==> config.mk <==
export PLATFORM = sky130hd
export DESIGN_NAME = bfpl_top
export DESIGN_NICKNAME = d
export VERILOG_FILES = /design/src/bfpl_pkg.sv /design/src/bfpl_channel.sv /design/src/bfpl_top.sv
export SDC_FILE = /design/constraint.sdc
export NUM_CORES = 1
export LEC_CHECK = 0
export BUFFER_PORTS_ARGS = -buffer_cell sky130_fd_sc_hd__buf_2
export CORE_MARGIN = 2
export CORE_UTILIZATION = 40
export DETAILED_ROUTE_END_ITERATION = 12
export PLACE_DENSITY = 0.63
export SLEW_MARGIN = 15
export SYNTH_ARGS = -nofsm -noshare
export SYNTH_HDL_FRONTEND = slang
export SYNTH_SLANG_ARGS = --single-unit
==> constraint.sdc <==
create_clock -name clock_i -period 2.6 [get_ports clock_i]
set_input_delay 0.52 -clock clock_i [delete_from_list [all_inputs] [get_ports clock_i]]
set_output_delay 0.52 -clock clock_i [all_outputs]
set_load 0.01 [all_outputs]
==> src/bfpl_pkg.sv <==
// Package with shared constants and types for the buck fault protection logic.
package bfpl_pkg;

  // ------------------------------------------------------------------
  // Timing
  // ------------------------------------------------------------------
  localparam int unsigned CLK_PERIOD_PS     = 4000;
  localparam int unsigned PG_FILTER_NS      = 3000;
  localparam int unsigned PG_FILTER_CYCLES  = (PG_FILTER_NS * 1000) / CLK_PERIOD_PS;
  localparam int unsigned ISAMPLE_DELAY_NS  = 400;
  localparam int unsigned ISAMPLE_CYCLES    =
    (ISAMPLE_DELAY_NS * 1000 + CLK_PERIOD_PS - 1) / CLK_PERIOD_PS;

  // ------------------------------------------------------------------
  // Overcurrent sequence, in switching cycles
  // ------------------------------------------------------------------
  localparam logic [4:0] OC_SKIP_WINDOW  = 5'h08;
  localparam logic [4:0] OC_TOTAL_WINDOW = 5'h10;

  // ------------------------------------------------------------------
  // Reset values
  // ------------------------------------------------------------------
  localparam logic PG_GOOD_RESET = 1'b0;
  localparam logic LATCH_RESET   = 1'b0;

  // ------------------------------------------------------------------
  // Types
  // ------------------------------------------------------------------
  typedef enum logic [1:0] {
    BFPL_OC_IDLE,
    BFPL_OC_SKIP,
    BFPL_OC_WATCH,
    BFPL_OC_LATCHED
  } bfpl_oc_state_t;

  // Comparator flags from one channel's analog front end.
  typedef struct packed {
    logic softstart_done;
    logic window_ok;
    logic undervoltage;
    logic overvoltage;
    logic overcurrent_trip;
  } bfpl_cmp_t;

  // Gate drive pair for one channel.
  typedef struct packed {
    logic upper_gate_drive;
    logic lower_gate_drive;
  } bfpl_gate_t;

endpackage

==> src/bfpl_channel.sv <==
// One channel of fault supervision: filtering, overcurrent sequencing and gate override.
`timescale 1ns/1ns
`default_nettype none

module bfpl_channel #(
  parameter int unsigned PG_FILTER = bfpl_pkg::PG_FILTER_CYCLES,
  parameter int unsigned SAMPLE_DL = bfpl_pkg::ISAMPLE_CYCLES
) (
  // Clock and reset
  input  wire logic                 clock_i,
  input  wire logic                 reset_n_i,
  // Control
  input  wire logic                 clear_latch_i,
  input  wire logic                 protect_en_i,
  input  wire logic                 force_off_i,
  // Synchronized comparator flags and PWM
  input  wire bfpl_pkg::bfpl_cmp_t  cmp_i,
  input  wire logic                 pwm_i,
  // Outputs
  output var  bfpl_pkg::bfpl_gate_t gate_o,
  output logic                      good_o,
  output logic                      latched_o,
  output logic                      ov_o
);

  // ------------------------------------------------------------------
  // Switching cycle edge and current sample and hold
  // ------------------------------------------------------------------
  logic                  pwm_q;
  logic                  cycle_start;
  logic                  upper_fall;
  logic [8:0]            smp_cnt_q;
  logic                  smp_run_q;
  logic                  oc_held_q;
  logic                  uv_latch_q;
  logic                  ov_act;
  logic                  oc_latch;
  logic                  skip;
  bfpl_pkg::bfpl_oc_state_t oc_state_q;
  logic [4:0]            oc_cnt_q;
  logic [11:0]           pg_cnt_q;
  logic                  pg_raw;
  logic                  pg_q;

  assign cycle_start = pwm_i & ~pwm_q;
  assign upper_fall  = ~pwm_i & pwm_q;

  always_ff @(posedge clock_i or negedge reset_n_i) begin
    if (!reset_n_i) begin
      pwm_q <= 1'b0;
    end else begin
      pwm_q <= pwm_i;
    end
  end

  // Sample the comparator a fixed delay after the upper switch turns off.
  always_ff @(posedge clock_i or negedge reset_n_i) begin
    if (!reset_n_i) begin
      smp_cnt_q <= 9'h000;
      smp_run_q <= 1'b0;
      oc_held_q <= 1'b0;
    end else if (upper_fall) begin
      smp_cnt_q <= 9'h000;
      smp_run_q <= 1'b1;
    end else if (smp_run_q) begin
      if (smp_cnt_q == 9'(SAMPLE_DL - 1)) begin
        smp_run_q <= 1'b0;
        oc_held_q <= cmp_i.overcurrent_trip;
      end else begin
        smp_cnt_q <= smp_cnt_q + 9'h001;
      end
    end else if (oc_held_q && !cmp_i.overcurrent_trip) begin
      // Continuous monitoring releases the skip once current falls.
      oc_held_q <= 1'b0;
    end
  end

  // ------------------------------------------------------------------
  // Overcurrent sequence counted in switching cycles
  // ------------------------------------------------------------------
  always_ff @(posedge clock_i or negedge reset_n_i) begin
    if (!reset_n_i) begin
      oc_state_q <= bfpl_pkg::BFPL_OC_IDLE;
      oc_cnt_q   <= 5'h00;
    end else if (clear_latch_i) begin
      oc_state_q <= bfpl_pkg::BFPL_OC_IDLE;
      oc_cnt_q   <= 5'h00;
    end else if (!protect_en_i) begin
      oc_state_q <= bfpl_pkg::BFPL_OC_IDLE;
      oc_cnt_q   <= 5'h00;
    end else begin
      case (oc_state_q)
        bfpl_pkg::BFPL_OC_IDLE: begin
          if (oc_held_q) begin
            oc_state_q <= bfpl_pkg::BFPL_OC_SKIP;
            oc_cnt_q   <= 5'h00;
          end
        end
        bfpl_pkg::BFPL_OC_SKIP: begin
          if (cycle_start) begin
            oc_cnt_q <= oc_cnt_q + 5'h01;
            if (oc_cnt_q + 5'h01 == bfpl_pkg::OC_SKIP_WINDOW) begin
              oc_state_q <= bfpl_pkg::BFPL_OC_WATCH;
            end
          end
        end
        bfpl_pkg::BFPL_OC_WATCH: begin
          if (oc_held_q) begin
            oc_state_q <= bfpl_pkg::BFPL_OC_LATCHED;
          end else if (cycle_start) begin
            oc_cnt_q <= oc_cnt_q + 5'h01;
            if (oc_cnt_q + 5'h01 == bfpl_pkg::OC_TOTAL_WINDOW) begin
              oc_state_q <= bfpl_pkg::BFPL_OC_IDLE;
              oc_cnt_q   <= 5'h00;
            end
          end
        end
        default: begin
          oc_state_q <= bfpl_pkg::BFPL_OC_LATCHED;
        end
      endcase
    end
  end

  assign oc_latch = (oc_state_q == bfpl_pkg::BFPL_OC_LATCHED);

  // ------------------------------------------------------------------
  // Undervoltage latch, armed after soft-start
  // ------------------------------------------------------------------
  always_ff @(posedge clock_i or negedge reset_n_i) begin
    if (!reset_n_i) begin
      uv_latch_q <= bfpl_pkg::LATCH_RESET;
    end else if (protect_en_i && cmp_i.softstart_done && cmp_i.undervoltage) begin
      uv_latch_q <= 1'b1;
    end else if (clear_latch_i) begin
      uv_latch_q <= 1'b0;
    end
  end

  assign ov_act    = protect_en_i & cmp_i.overvoltage;
  assign latched_o = oc_latch | uv_latch_q;
  assign ov_o      = ov_act;
  assign skip      = oc_held_q & protect_en_i;

  // ------------------------------------------------------------------
  // Gate override
  // ------------------------------------------------------------------
  always_ff @(posedge clock_i or negedge reset_n_i) begin
    if (!reset_n_i) begin
      gate_o <= '0;
    end else if (latched_o || force_off_i) begin
      gate_o <= '0;
    end else if (ov_act) begin
      gate_o.upper_gate_drive <= 1'b0;
      gate_o.lower_gate_drive <= 1'b1;
    end else begin
      gate_o.upper_gate_drive <= pwm_i & ~skip;
      gate_o.lower_gate_drive <= ~pwm_i;
    end
  end

  // ------------------------------------------------------------------
  // Power-good deglitch
  // ------------------------------------------------------------------
  assign pg_raw = cmp_i.softstart_done & cmp_i.window_ok;

  always_ff @(posedge clock_i or negedge reset_n_i) begin
    if (!reset_n_i) begin
      pg_cnt_q <= 12'h000;
      pg_q     <= bfpl_pkg::PG_GOOD_RESET;
    end else if (pg_raw == pg_q) begin
      pg_cnt_q <= 12'h000;
    end else if (pg_cnt_q == 12'(PG_FILTER - 1)) begin
      pg_cnt_q <= 12'h000;
      pg_q     <= pg_raw;
    end else begin
      pg_cnt_q <= pg_cnt_q + 12'h001;
    end
  end

  assign good_o = pg_q & ~latched_o & ~ov_act & ~force_off_i;

endmodule

`default_nettype wire

==> src/bfpl_top.sv <==
// Top level of the two-channel buck fault protection logic.
`timescale 1ns/1ns
`default_nettype none

module bfpl_top #(
  parameter int unsigned NUM_CH    = 2,
  parameter int unsigned PG_FILTER = bfpl_pkg::PG_FILTER_CYCLES,
  parameter int unsigned SAMPLE_DL = bfpl_pkg::ISAMPLE_CYCLES
) (
  // Clock and reset
  input  wire logic                 clock_i,
  input  wire logic                 reset_n_i,
  // Enables and mode
  input  wire logic                 channel1_enable_i,
  input  wire logic                 channel2_enable_i,
  input  wire logic                 tracking_mode_i,
  // Analog comparator flags, asynchronous
  input  wire bfpl_pkg::bfpl_cmp_t  cmp_ch1_i,
  input  wire bfpl_pkg::bfpl_cmp_t  cmp_ch2_i,
  // PWM requests from the modulators
  input  wire logic                 pwm_ch1_i,
  input  wire logic                 pwm_ch2_i,
  // Gate drives
  output var  bfpl_pkg::bfpl_gate_t gate_ch1_o,
  output var  bfpl_pkg::bfpl_gate_t gate_ch2_o,
  // Open-drain power-good pins and reference buffer enable
  output logic                      power_good_out_o,
  output logic                      power_good_out_oe_o,
  output logic                      channel2_good_o,
  output logic                      channel2_good_oe_o,
  output logic                      reference_buffer_en_o,
  // Status
  output logic                      ch1_latched_o,
  output logic                      ch2_latched_o,
  output logic                      ch1_overvoltage_o,
  output logic                      ch2_overvoltage_o
);

  // ------------------------------------------------------------------
  // Input synchronizers
  // ------------------------------------------------------------------
  localparam int unsigned SW = $bits(bfpl_pkg::bfpl_cmp_t);

  logic [SW-1:0] c1_m_q;
  logic [SW-1:0] c1_s_q;
  logic [SW-1:0] c2_m_q;
  logic [SW-1:0] c2_s_q;
  logic [4:0]    ctl_m_q;
  logic [4:0]    ctl_s_q;

  always_ff @(posedge clock_i or negedge reset_n_i) begin
    if (!reset_n_i) begin
      c1_m_q  <= '0;
      c1_s_q  <= '0;
      c2_m_q  <= '0;
      c2_s_q  <= '0;
      ctl_m_q <= 5'h00;
      ctl_s_q <= 5'h00;
    end else begin
      c1_m_q  <= cmp_ch1_i;
      c1_s_q  <= c1_m_q;
      c2_m_q  <= cmp_ch2_i;
      c2_s_q  <= c2_m_q;
      ctl_m_q <= {pwm_ch2_i, pwm_ch1_i, tracking_mode_i,
                  channel2_enable_i, channel1_enable_i};
      ctl_s_q <= ctl_m_q;
    end
  end

  logic en1;
  logic en2;
  logic trk;
  logic pwm1;
  logic pwm2;
  logic clear_latch;
  logic ch2_prot;

  assign en1         = ctl_s_q[0];
  assign en2         = ctl_s_q[1];
  // Mode pin is assumed static, so a simple synchronized level suffices.
  assign trk         = ctl_s_q[2];
  assign pwm1        = ctl_s_q[3];
  assign pwm2        = ctl_s_q[4];
  assign clear_latch = ~en1 & ~en2;
  assign ch2_prot    = ~trk;

  // ------------------------------------------------------------------
  // Channels
  // ------------------------------------------------------------------
  logic good1;
  logic good2;
  logic lat1;
  logic lat2;

  // A termination short shows up on channel one's own comparators.
  bfpl_channel #(
    .PG_FILTER (PG_FILTER),
    .SAMPLE_DL (SAMPLE_DL)
  ) u_ch1 (
    .clock_i       (clock_i),
    .reset_n_i     (reset_n_i),
    .clear_latch_i (clear_latch),
    .protect_en_i  (1'b1),
    .force_off_i   (~en1),
    .cmp_i         (bfpl_pkg::bfpl_cmp_t'(c1_s_q)),
    .pwm_i         (pwm1),
    .gate_o        (gate_ch1_o),
    .good_o        (good1),
    .latched_o     (lat1),
    .ov_o          (ch1_overvoltage_o)
  );

  bfpl_channel #(
    .PG_FILTER (PG_FILTER),
    .SAMPLE_DL (SAMPLE_DL)
  ) u_ch2 (
    .clock_i       (clock_i),
    .reset_n_i     (reset_n_i),
    .clear_latch_i (clear_latch),
    .protect_en_i  (ch2_prot),
    .force_off_i   (~en2),
    .cmp_i         (bfpl_pkg::bfpl_cmp_t'(c2_s_q)),
    .pwm_i         (pwm2),
    .gate_o        (gate_ch2_o),
    .good_o        (good2),
    .latched_o     (lat2),
    .ov_o          (ch2_overvoltage_o)
  );

  assign ch1_latched_o = lat1;
  assign ch2_latched_o = lat2;

  // ------------------------------------------------------------------
  // Open-drain power-good pins and reference buffer enable
  // ------------------------------------------------------------------
  // The pins only ever pull low; the output data is constant zero.
  assign power_good_out_o      = 1'b0;
  assign power_good_out_oe_o   = ~good1;
  assign channel2_good_o       = 1'b0;
  // In tracking mode the pin carries the reference buffer instead.
  assign channel2_good_oe_o    = ~good2 & ~trk;
  assign reference_buffer_en_o = trk;

endmodule

`default_nettype wire

## Word level (Yosys, flattened, before mapping)

Index checks and enable logic that the tools add are counted.

| storage, ports and cells | value |
|---|---|
| output and inout bits | 13 |
| bits in registers | 100 |

| operators by class | value |
|---|---|
| $add $sub $neg | 6 |
| mux-type cells | 61 |
| reductions and logical operators | 29 |
| bitwise gates (word level) | 39 |
| eq/ne operators | 34 |

Operator list:

| kind | count |
|---|---|
| two-way mux 5 bit | 13 |
| two-way mux 9 bit | 6 |
| two-way mux 12 bit | 4 |
| two-way mux 2 bit | 19 |
| one-hot mux 5 bit (3 select lines) | 2 |
| adder 12 x 1 -> 12 bit (second input constant) | 2 |
| == test 12 x 10 -> 1 bit (second input constant) | 2 |
| AND reduction 5 bit | 4 |
| inverter 1 bit | 19 |
| adder 9 x 1 -> 9 bit (second input constant) | 2 |
| AND 1 bit | 18 |
| == test 9 x 7 -> 1 bit (second input constant) | 2 |
| != test 4 x 3 -> 1 bit (second input constant) | 4 |
| two-way mux 1 bit | 15 |
| != test 3 x 2 -> 1 bit (second input constant) | 4 |
| one-hot mux 2 bit (3 select lines) | 2 |
| nonzero test 2 bit | 6 |
| adder 5 x 1 -> 5 bit (second input constant) | 2 |
| == test 5 x 4 -> 1 bit (second input constant) | 2 |
| == test 5 bit (second input constant) | 2 |
| != test 5 x 3 -> 1 bit (second input constant) | 2 |
| == test 2 bit (second input constant) | 4 |
| != test 4 x 2 -> 1 bit (second input constant) | 2 |
| AND reduction 2 bit | 4 |
| 14 further kinds | 27 |

## Longest topological paths before layout

Gate-level depths: netlist of the first run.

| logic depth | value |
|---|---|
| depth in word-level cells | 8 |
| mapped depth | 8 |

## By module

Synthesis of the first run repeated with hierarchy kept, for this count alone.

| unflattened totals | value |
|---|---|
| cell total of the unflattened synthesis | 436 |
| area, all modules | 4619.4 µm² |

By module, submodules not included:

| module | instances | cells an instance | area each (µm²) |
|---|---|---|---|
| bfpl_channel at u_ch2 | 1 | 199 | 1916.8 |
| bfpl_channel at u_ch1 | 1 | 197 | 1906.8 |
| bfpl_top | 1 | 40 | 795.8 |

## Worst setup path before layout of the first run

Ideal clock, no wire load.

| path | value |
|---|---|
| path type | register to register |
| start | reg u_ch1.oc_state_q[0] |
| end | reg u_ch1.oc_cnt_q[2] |
| cell stages (with the launch flop) | 8 |
| data arrival time | 1.891 ns |
| required time | 2.534 ns |
| path slack | 0.643 ns |
| path through | dfrtp_1 > inv_1 > ha_1 > nor2b_1 > a2111oi_2 > nor3_2 > or4b_1 > nand2_1 |

| on the way | value |
|---|---|
| word-level cells in the longest chain between the ends | 3 |

RTL lines:

| element | line | text |
|---|---|---|
| start: declaration | bfpl_channel.sv:39 | `bfpl_pkg::bfpl_oc_state_t oc_state_q;` |
| start signal: assignment | bfpl_channel.sv:83 | `oc_state_q <= bfpl_pkg::BFPL_OC_IDLE;` |
| start signal: assignment | bfpl_channel.sv:86 | `oc_state_q <= bfpl_pkg::BFPL_OC_IDLE;` |
| start signal: assignment | bfpl_channel.sv:89 | `oc_state_q <= bfpl_pkg::BFPL_OC_IDLE;` |
| == test 2 bit, or another cell as far along | bfpl_channel.sv:92 | `case (oc_state_q)` |
| != test 3 x 2 -> 1 bit (no line), or another cell as far along | - |  |
| AND reduction 5 bit (no line) / two-way mux 5 bit (equally long branches) | - |  |
| end signal: assignment | bfpl_channel.sv:101 | `oc_cnt_q <= oc_cnt_q + 5'h01;` |
| end signal: assignment | bfpl_channel.sv:111 | `oc_cnt_q <= oc_cnt_q + 5'h01;` |
| end: declaration | bfpl_channel.sv:40 | `logic [4:0] oc_cnt_q;` |

Several ways; a longest one is shown, not always the timed one.
A chain may end at the register's enable or synchronous reset.

## Worst setup path after layout of the first run

| path | value |
|---|---|
| start | reg u_ch2.oc_state_q[0] |
| end | out channel2_good_oe_o |

| on the way | value |
|---|---|
| word-level cells in the longest chain between the ends | 8 |

RTL lines:

| element | line | text |
|---|---|---|
| start: declaration | bfpl_channel.sv:39 |  |
| start signal: assignment | bfpl_channel.sv:83 |  |
| start signal: assignment | bfpl_channel.sv:86 |  |
| start signal: assignment | bfpl_channel.sv:89 |  |
| == test 2 bit | bfpl_channel.sv:125 | `assign oc_latch = (oc_state_q == bfpl_pkg::BFPL_OC_LATCHED);` |
| OR 1 bit | bfpl_channel.sv:141 | `assign latched_o = oc_latch \| uv_latch_q;` |
| inverter 1 bit | bfpl_channel.sv:181 | `assign good_o = pg_q & ~latched_o & ~ov_act & ~force_off_i;` |
| AND 1 bit (3 in series) | bfpl_channel.sv:181 |  |
| inverter 1 bit | bfpl_top.sv:141 | `assign channel2_good_oe_o = ~good2 & ~trk;` |
| AND 1 bit | bfpl_top.sv:141 |  |
| end: declaration | bfpl_top.sv:30 | `output logic channel2_good_oe_o,` |

Every way passes these cells.

==> impl_metrics.py, run 1 <==
metrics = {
    "status": {
        "outcome": "finished, final reports clean",
    },
    "clocking": {
        "htreeDepth": 3,
        "cts_resized": 0,
        "cts_tree": "yes",
        "clk_pin_slew_worst_paths_ns": 0.07,
        "cts_buffers": 9,
        "root_buffer": "clkbuf_16",
        "post_cts_buffers": 0,
        "clk_path_buf_depth": 2,
        "clk_latency_ns": 0.34,
        "postCtsHoldBufs": 0,
        "clkSinkCount": 100,
    },
    "synth": {
        "ys_async_sr_fraction_pct": 100.0,
        "syn_inst": 421,
        "synth.area.top_cells": "dfrtp_1 (55%), xor2_1 (6.0%), ha_1 (5.2%)",
        "postSynthRegisterBits": 100,
        "synth.top_cell.area_share_pct": 54.99,
        "yosys.area.top_type": "dfrtp_1",
        "synth_cell_type_count": 58,
        "ys.warnings.count": 0,
        "netlist_area_um2": 4551,
        "yosys-top-cells-count": "dfrtp_1 (100), nor2_1 (60), nand2_1 (32)",
        "synth_top_flop_cell": "dfrtp_1",
        "synth.most_common_cell": "dfrtp_1",
        "synth_enable_flop_cells": 0,
        "ys_seq_area_share_pct": 54.99,
        "syn_area_per_cell_um2": 10.81,
    },
    "worst_setup_path": {
        "start_kind": "flop",
        "cpPeakStageDelay_ns": 0.41,
        "crit_fanout": 4,
        "crit_required_ns": 2.08,
        "crit_path_end_kind": "output pin",
        "crit_path_top_delay_cell": "dfrtp_1",
        "cp_cell_sequence": "ha_1 -> nor2_1 -> nand2_1 -> o31a_1 -> buf_2",
        "crit_type": "reg2out",
        "cp_data_arrival_time_ns": 1.68,
    },
    "detailed_routing": {
        "vias": 3016,
        "first_pass_iters": 4,
        "routed_wirelength_mm": 7.736,
        "drt-initial-drc-count": 182,
        "via_per_inst": 5.052,
        "drc": 0,
        "post_drt_wl_per_cell_um": 12.96,
        "ant_nets": 0,
    },
    "final_layout": {
        "nNetsFinal": 489,
        "multi_input_area_um2": 1908,
        "area_delta_synth_final_pct": 13.25,
        "register_area_um2": 2502,
        "final.fill_count": 1006,
        "antennaDiodeCount": 0,
        "layout-drive-gt1-share_pct": 11.82,
        "final_area_um2": 5154,
    },
    "place": {
        "portBuffers": 27,
        "placed_area_um2": 4837,
        "gp_congestion": 0.8197,
        "hpwl_mm": 5.437,
    },
    "floorplan": {
        "die_y_um": 110.7,
        "die_w_um": 110.7,
        "num_rows": 38,
        "dieArea_um2": 12250,
        "start_util_pct": 41.43,
        "pin_count": 30,
        "core-area_um2": 10980,
    },
    "sta": {
        "period_needed_ns": 2.203,
        "max_slew_margin_pct": 51.16,
        "max_freq_ghz": 0.4540,
        "rsz0062_at_grt": "no",
        "hold_viol": 0,
        "tns_ns": 0,
        "finalSetupViolCount": 0,
        "clock-skew-final_ns": 0.008737,
        "drv_slew": 0,
        "min_period_over_period_pct": 84.72,
        "hold_ws_ns": 0.02521,
        "worst_slew_pin_slew_ns": 0.7311,
    },
    "worst_hold_path": {
        "hp-class": "in2async",
    },
    "power_and_ir_drop": {
        "power.total_mw": 3.985,
        "p_per_area_nw_per_um2": 773.3,
        "p_leak_nw": 2.357,
        "peakVddDrop_mv": 0.4233,
    },
    "global_routing": {
        "first_global_vias": 2950,
        "grt_pass1_wl_mm": 13.74,
        "grt_max_degree": 63,
        "antenna_found_initial": 0,
        "gr-total-overflow": 0,
        "track_usage_pct": 13.65,
    },
    "job": {
        "maxCapViolCount": 0,
    },
}
[stage by stage]
stage	util (%)	setup WS, ns	instances
floorplan	-	0.6429	422
global placement	44.04	0.5654	582
detailed placement	44.04	0.4353	582
CTS	46.92	0.3635	597
global route	46.92	0.2287	597
finish	46.92	0.3974	597
[power by group]
group	internal, mW	leakage, nW	total [mW]	switching [mW]
logic	0.312	0.916	0.737	0.425
clock network	0.864	0.156	1.42	0.555
registers	1.69	1.28	1.83	0.140
[worst max-delay path: cells and delay by family, from the launching register on]
kind	cells	cell delay (ns)
flip-flops	1	0.41
buffers and inverters	1	0.15
AND/OR/NAND/NOR	2	0.30
adder cells (fa/ha/maj)	1	0.21
AO/OA/AOI/OAI	1	0.27
[placed cells by master (no fill, tap or decap), types with 4 or more instances in the layout]
master     netlist  final
dfrtp_1        100    100
nor2_1          60     60
nand2_1         32     32
xor2_1          31     31
buf_2            1     26
inv_1           23     23
ha_1            19     19
nand3_1         17     17
nand4_1         14     14
xnor2_1         10     10
a21oi_1         10     10
o21ai_0         10     10
clkbuf_16        0      9
and3_1           6      6
nor2b_1          6      6
nand2b_1         5      5
nor4b_1          4      4
or2_2            4      4
a21o_1           4      4
o21a_1           4      4
[final cells by class]
| type | instances | share of cell area [%] |
|---|---|---|
| sequential | 100 | 48.56 |
| multi-input combinational | 290 | 37.02 |
| clock buffer | 11 | 4.710 |
| tap | 140 | 3.399 |
| timing repair buffer | 29 | 3.205 |
| inverter | 23 | 1.675 |
| clock inverter | 4 | 1.432 |
[flip-flops by register name, indices dropped and copies added (netlist names), 2 cells and up]
name              count
u_ch1.gate_o          2
u_ch1.oc_state_q      2
u_ch2.gate_o          2
ctl_m_q               5
c1_m_q                5
u_ch2.oc_cnt_q        5
u_ch2.pg_cnt_q       12
c2_s_q                5
u_ch2.oc_state_q      2
u_ch2.smp_cnt_q       9
u_ch1.oc_cnt_q        5
c2_m_q                5
u_ch1.pg_cnt_q       12
u_ch1.smp_cnt_q       9
ctl_s_q               5
c1_s_q                5
[per-layer routing]
| layer | global-route usage [%] | share of wire (%) | vias up |
|---|---|---|---|
| met5 | 0 | 0 | - |
| met4 | 5.333 | 1.7 | 0 |
| met3 | 3.445 | 2.9 | 11 |
| met2 | 20.53 | 47 | 38 |
| met1 | 19.05 | 49 | 1469 |
| li1 | - | - | 1498 |
[worst paths after layout]
kind                       slack [ns]                         endpoint  cells after the start                       startpoint
setup / recovery                 0.40               channel2_good_oe_o                      5  u_ch2.oc_state_q[0]$_DFFE_PN0P_
hold / removal                   0.03             ctl_s_q[3]$_DFF_PN0_                      1                        reset_n_i
setup reg to reg                 0.43  u_ch2.oc_state_q[0]$_DFFE_PN0P_                      6    u_ch2.oc_cnt_q[0]$_DFFE_PN0P_
hold reg to reg                  0.34             ctl_s_q[3]$_DFF_PN0_                      0             ctl_m_q[3]$_DFF_PN0_
max in group asynchronous        2.00    u_ch2.oc_cnt_q[0]$_DFFE_PN0P_                      2                        reset_n_i
min in group clock_i             0.28             ctl_m_q[3]$_DFF_PN0_                      1                        pwm_ch1_i
[cells by family after synthesis]
group                      after synthesis  synth area share, %
adders and majority gates               19                5.224
and+or+nand+nor                        171                18.92
other                                    1              0.08241
buffers and inverters                   32                3.162
xor gates and xnor gates                41                7.891
DFF                                    100                54.99
muxes                                    3               0.6599
AOI/OAI and AO/OA                       54                9.074
No activity file was read; power rests on OpenSTA's default activity.
==> run 2, diff against run 1 <==
--- a/config.mk
+++ b/config.mk
@@ -9,7 +9,7 @@
 export CORE_MARGIN = 2
 export CORE_UTILIZATION = 40
 export DETAILED_ROUTE_END_ITERATION = 12
-export PLACE_DENSITY = 0.63
+export PLACE_DENSITY = 0.65
 export SLEW_MARGIN = 15
 export SYNTH_ARGS = -nofsm -noshare
 export SYNTH_HDL_FRONTEND = slang
==> constraint.sdc (replaced) <==
create_clock -name clock_i -period 1.89 [get_ports clock_i]
set_input_delay 0.378 -clock clock_i [delete_from_list [all_inputs] [get_ports clock_i]]
set_output_delay 0.378 -clock clock_i [all_outputs]
set_load 0.01 [all_outputs]
==> impl_metrics.py, run 2 (synthesis gave the netlist of run 1 again) <==
metrics = {
    "sta": {
        "max_freq_ghz": 0.5087,
        "setup_ws_ns": -0.07567,
        "rsz0062_at_grt": "yes",
        "max_slew_margin_pct": 64.98,
        "clock-skew-final_ns": 0.005749,
        "drv_slew": 0,
        "worst_slew_pin_slew_ns": 0.5253,
        "period_needed_ns": 1.966,
        "min_period_over_period_pct": 104.0,
        "finalSetupViolCount": 3,
        "hold_viol": 0,
    },
    "power_and_ir_drop": {
        "power.total_mw": 5.944,
        "peakVddDrop_mv": 0.6301,
        "p_per_area_nw_per_um2": 1064,
        "p_leak_nw": 2.506,
    },
    "floorplan": {
        "num_rows": 38,
        "die_y_um": 110.7,
        "die_w_um": 110.7,
        "core-area_um2": 10980,
        "start_util_pct": 41.43,
        "dieArea_um2": 12250,
        "pin_count": 30,
    },
    "worst_setup_path": {
        "cpPeakStageDelay_ns": 0.38,
        "crit_path_top_delay_cell": "dfrtp_1",
        "crit_type": "reg2out",
        "crit_family": "flip-flops",
        "crit_required_ns": 1.51,
        "r2r-start": "u_ch2.oc_state_q[0]$_DFFE_PN0P_",
        "crit_buf_inv": 2,
        "crit_path_end_kind": "output pin",
        "cp_cell_sequence": "buf_4 -> ha_2 -> nor2_4 -> nand2_2 -> o31a_1 -> buf_2",
        "crit_start": "u_ch2.oc_state_q[1]$_DFFE_PN0P_",
        "start_kind": "flop",
        "crit_fanout": 2,
        "cp_data_arrival_time_ns": 1.59,
    },
    "status": {
        "violations": "setup timing",
        "outcome": "finished, violations left",
    },
    "clocking": {
        "cts_buffers": 9,
        "root_buffer": "clkbuf_16",
        "cts_tree": "yes",
        "clk_path_buf_depth": 2,
        "clkSinkCount": 100,
        "postCtsHoldBufs": 0,
        "clk_pin_slew_worst_paths_ns": 0.07,
        "htreeDepth": 3,
        "clk_latency_ns": 0.34,
    },
    "global_routing": {
        "first_global_vias": 3162,
        "grt_pass1_wl_mm": 14.68,
        "antenna_found_initial": 0,
        "grt_max_degree": 101,
        "gr-total-overflow": 0,
        "track_usage_pct": 14.55,
    },
    "final_layout": {
        "area_delta_synth_final_pct": 22.79,
        "antennaDiodeCount": 0,
        "layout_common_cells": "dfrtp_1 (95), nor2_1 (58), buf_4 (32)",
        "instances_no_fill": 630,
        "reg.largest.list": "u_ch1.pg_cnt_q (12), u_ch2.pg_cnt_q (12)",
        "nNetsFinal": 521,
        "layout-drive-gt1-share_pct": 25.10,
        "final.fill_count": 943,
        "final_common_cell": "dfrtp_1",
    },
    "place": {
        "portBuffers": 27,
        "place_inst": 606,
        "gp_congestion": 0.7921,
        "pre_cts_ws_ns": -0.1644,
        "hpwl_mm": 5.689,
    },
    "worst_hold_path": {
        "hp-class": "in2async",
    },
    "detailed_routing": {
        "routed_wirelength_mm": 8.623,
        "first_pass_iters": 4,
        "ant_nets": 0,
        "drc": 0,
        "post_drt_wl_per_cell_um": 13.69,
        "drt-initial-drc-count": 184,
        "vias": 3184,
        "via_per_inst": 5.054,
    },
    "job": {
        "maxCapViolCount": 0,
    },
}
-- run 2: changes by cell type in the layout (fill, tap and decap cells not counted), sizes merged --
cell      delta
buf         +32
bufinv       -2
clkbuf       -1
clkinv       +1
clkinvlp     +2
inv          +1
-- run 2: worst paths after layout --
check,endpoint,slack (ns),depth (start not counted)
worst min-delay path,u_ch1.pg_cnt_q[3]$_DFF_PN0_,0.09,2
worst min register to register,c1_s_q[4]$_DFF_PN0_,0.34,0
min in group clock_i,c2_m_q[1]$_DFF_PN0_,0.13,1
worst max-delay path,channel2_good_oe_o,-0.08,6
worst max register to register,u_ch2.oc_cnt_q[2]$_DFFE_PN0P_,-0.04,7
max in group asynchronous,u_ch2.oc_cnt_q[2]$_DFFE_PN0P_,1.38,2
-- run 2: area by class of cell --
class / count / area, µm² / area share, %
tap: 140 / 175.2 / 3.135
timing repair buffer: 61 / 412.9 / 7.389
sequential: 100 / 2509 / 44.89
inverter: 23 / 88.84 / 1.590
clock buffer: 10 / 229.0 / 4.098
multi-input combinational: 290 / 2123 / 38.00
clock inverter: 6 / 50.05 / 0.8957
-- run 2: per-layer routing --
layer	track usage (%)	vias up	share of wire [%]
met1	19.04	1547	45
met4	5.917	0	2.1
met2	23.80	56	50
met3	2.898	15	3.2
li1	-	1566	-
met5	0	-	0
-- run 2: metrics by stage --
step                      TNS, ns  hold WS [ns]  utilization [%]  cell area, µm²
after global placement          0        0.3343            45.76            5026
after floorplan                 0       0.08241                -            4563
after global routing      -0.8938        0.1286            50.88            5588
after CTS                 -0.1367        0.1111            49.17            5400
final                     -0.1220       0.08599            50.88            5588
after detailed placement  -0.4508        0.3347            45.76            5026
-- run 2: timing repair --
item                                    in CTS  in global routing
buffers inserted                             4                  4
pin swaps                                    9                 15
gates resized for setup                     20                 35
endpoints found under the setup margin      11                 19
-- run 2: power breakdown --
part           internal, mW  leakage, nW  total [mW]  switching, mW
registers              2.32         1.28        2.51          0.190
logic                 0.841         1.10        1.71          0.867
clock network         0.904        0.129        1.72          0.819
total                  4.07         2.51        5.94           1.87
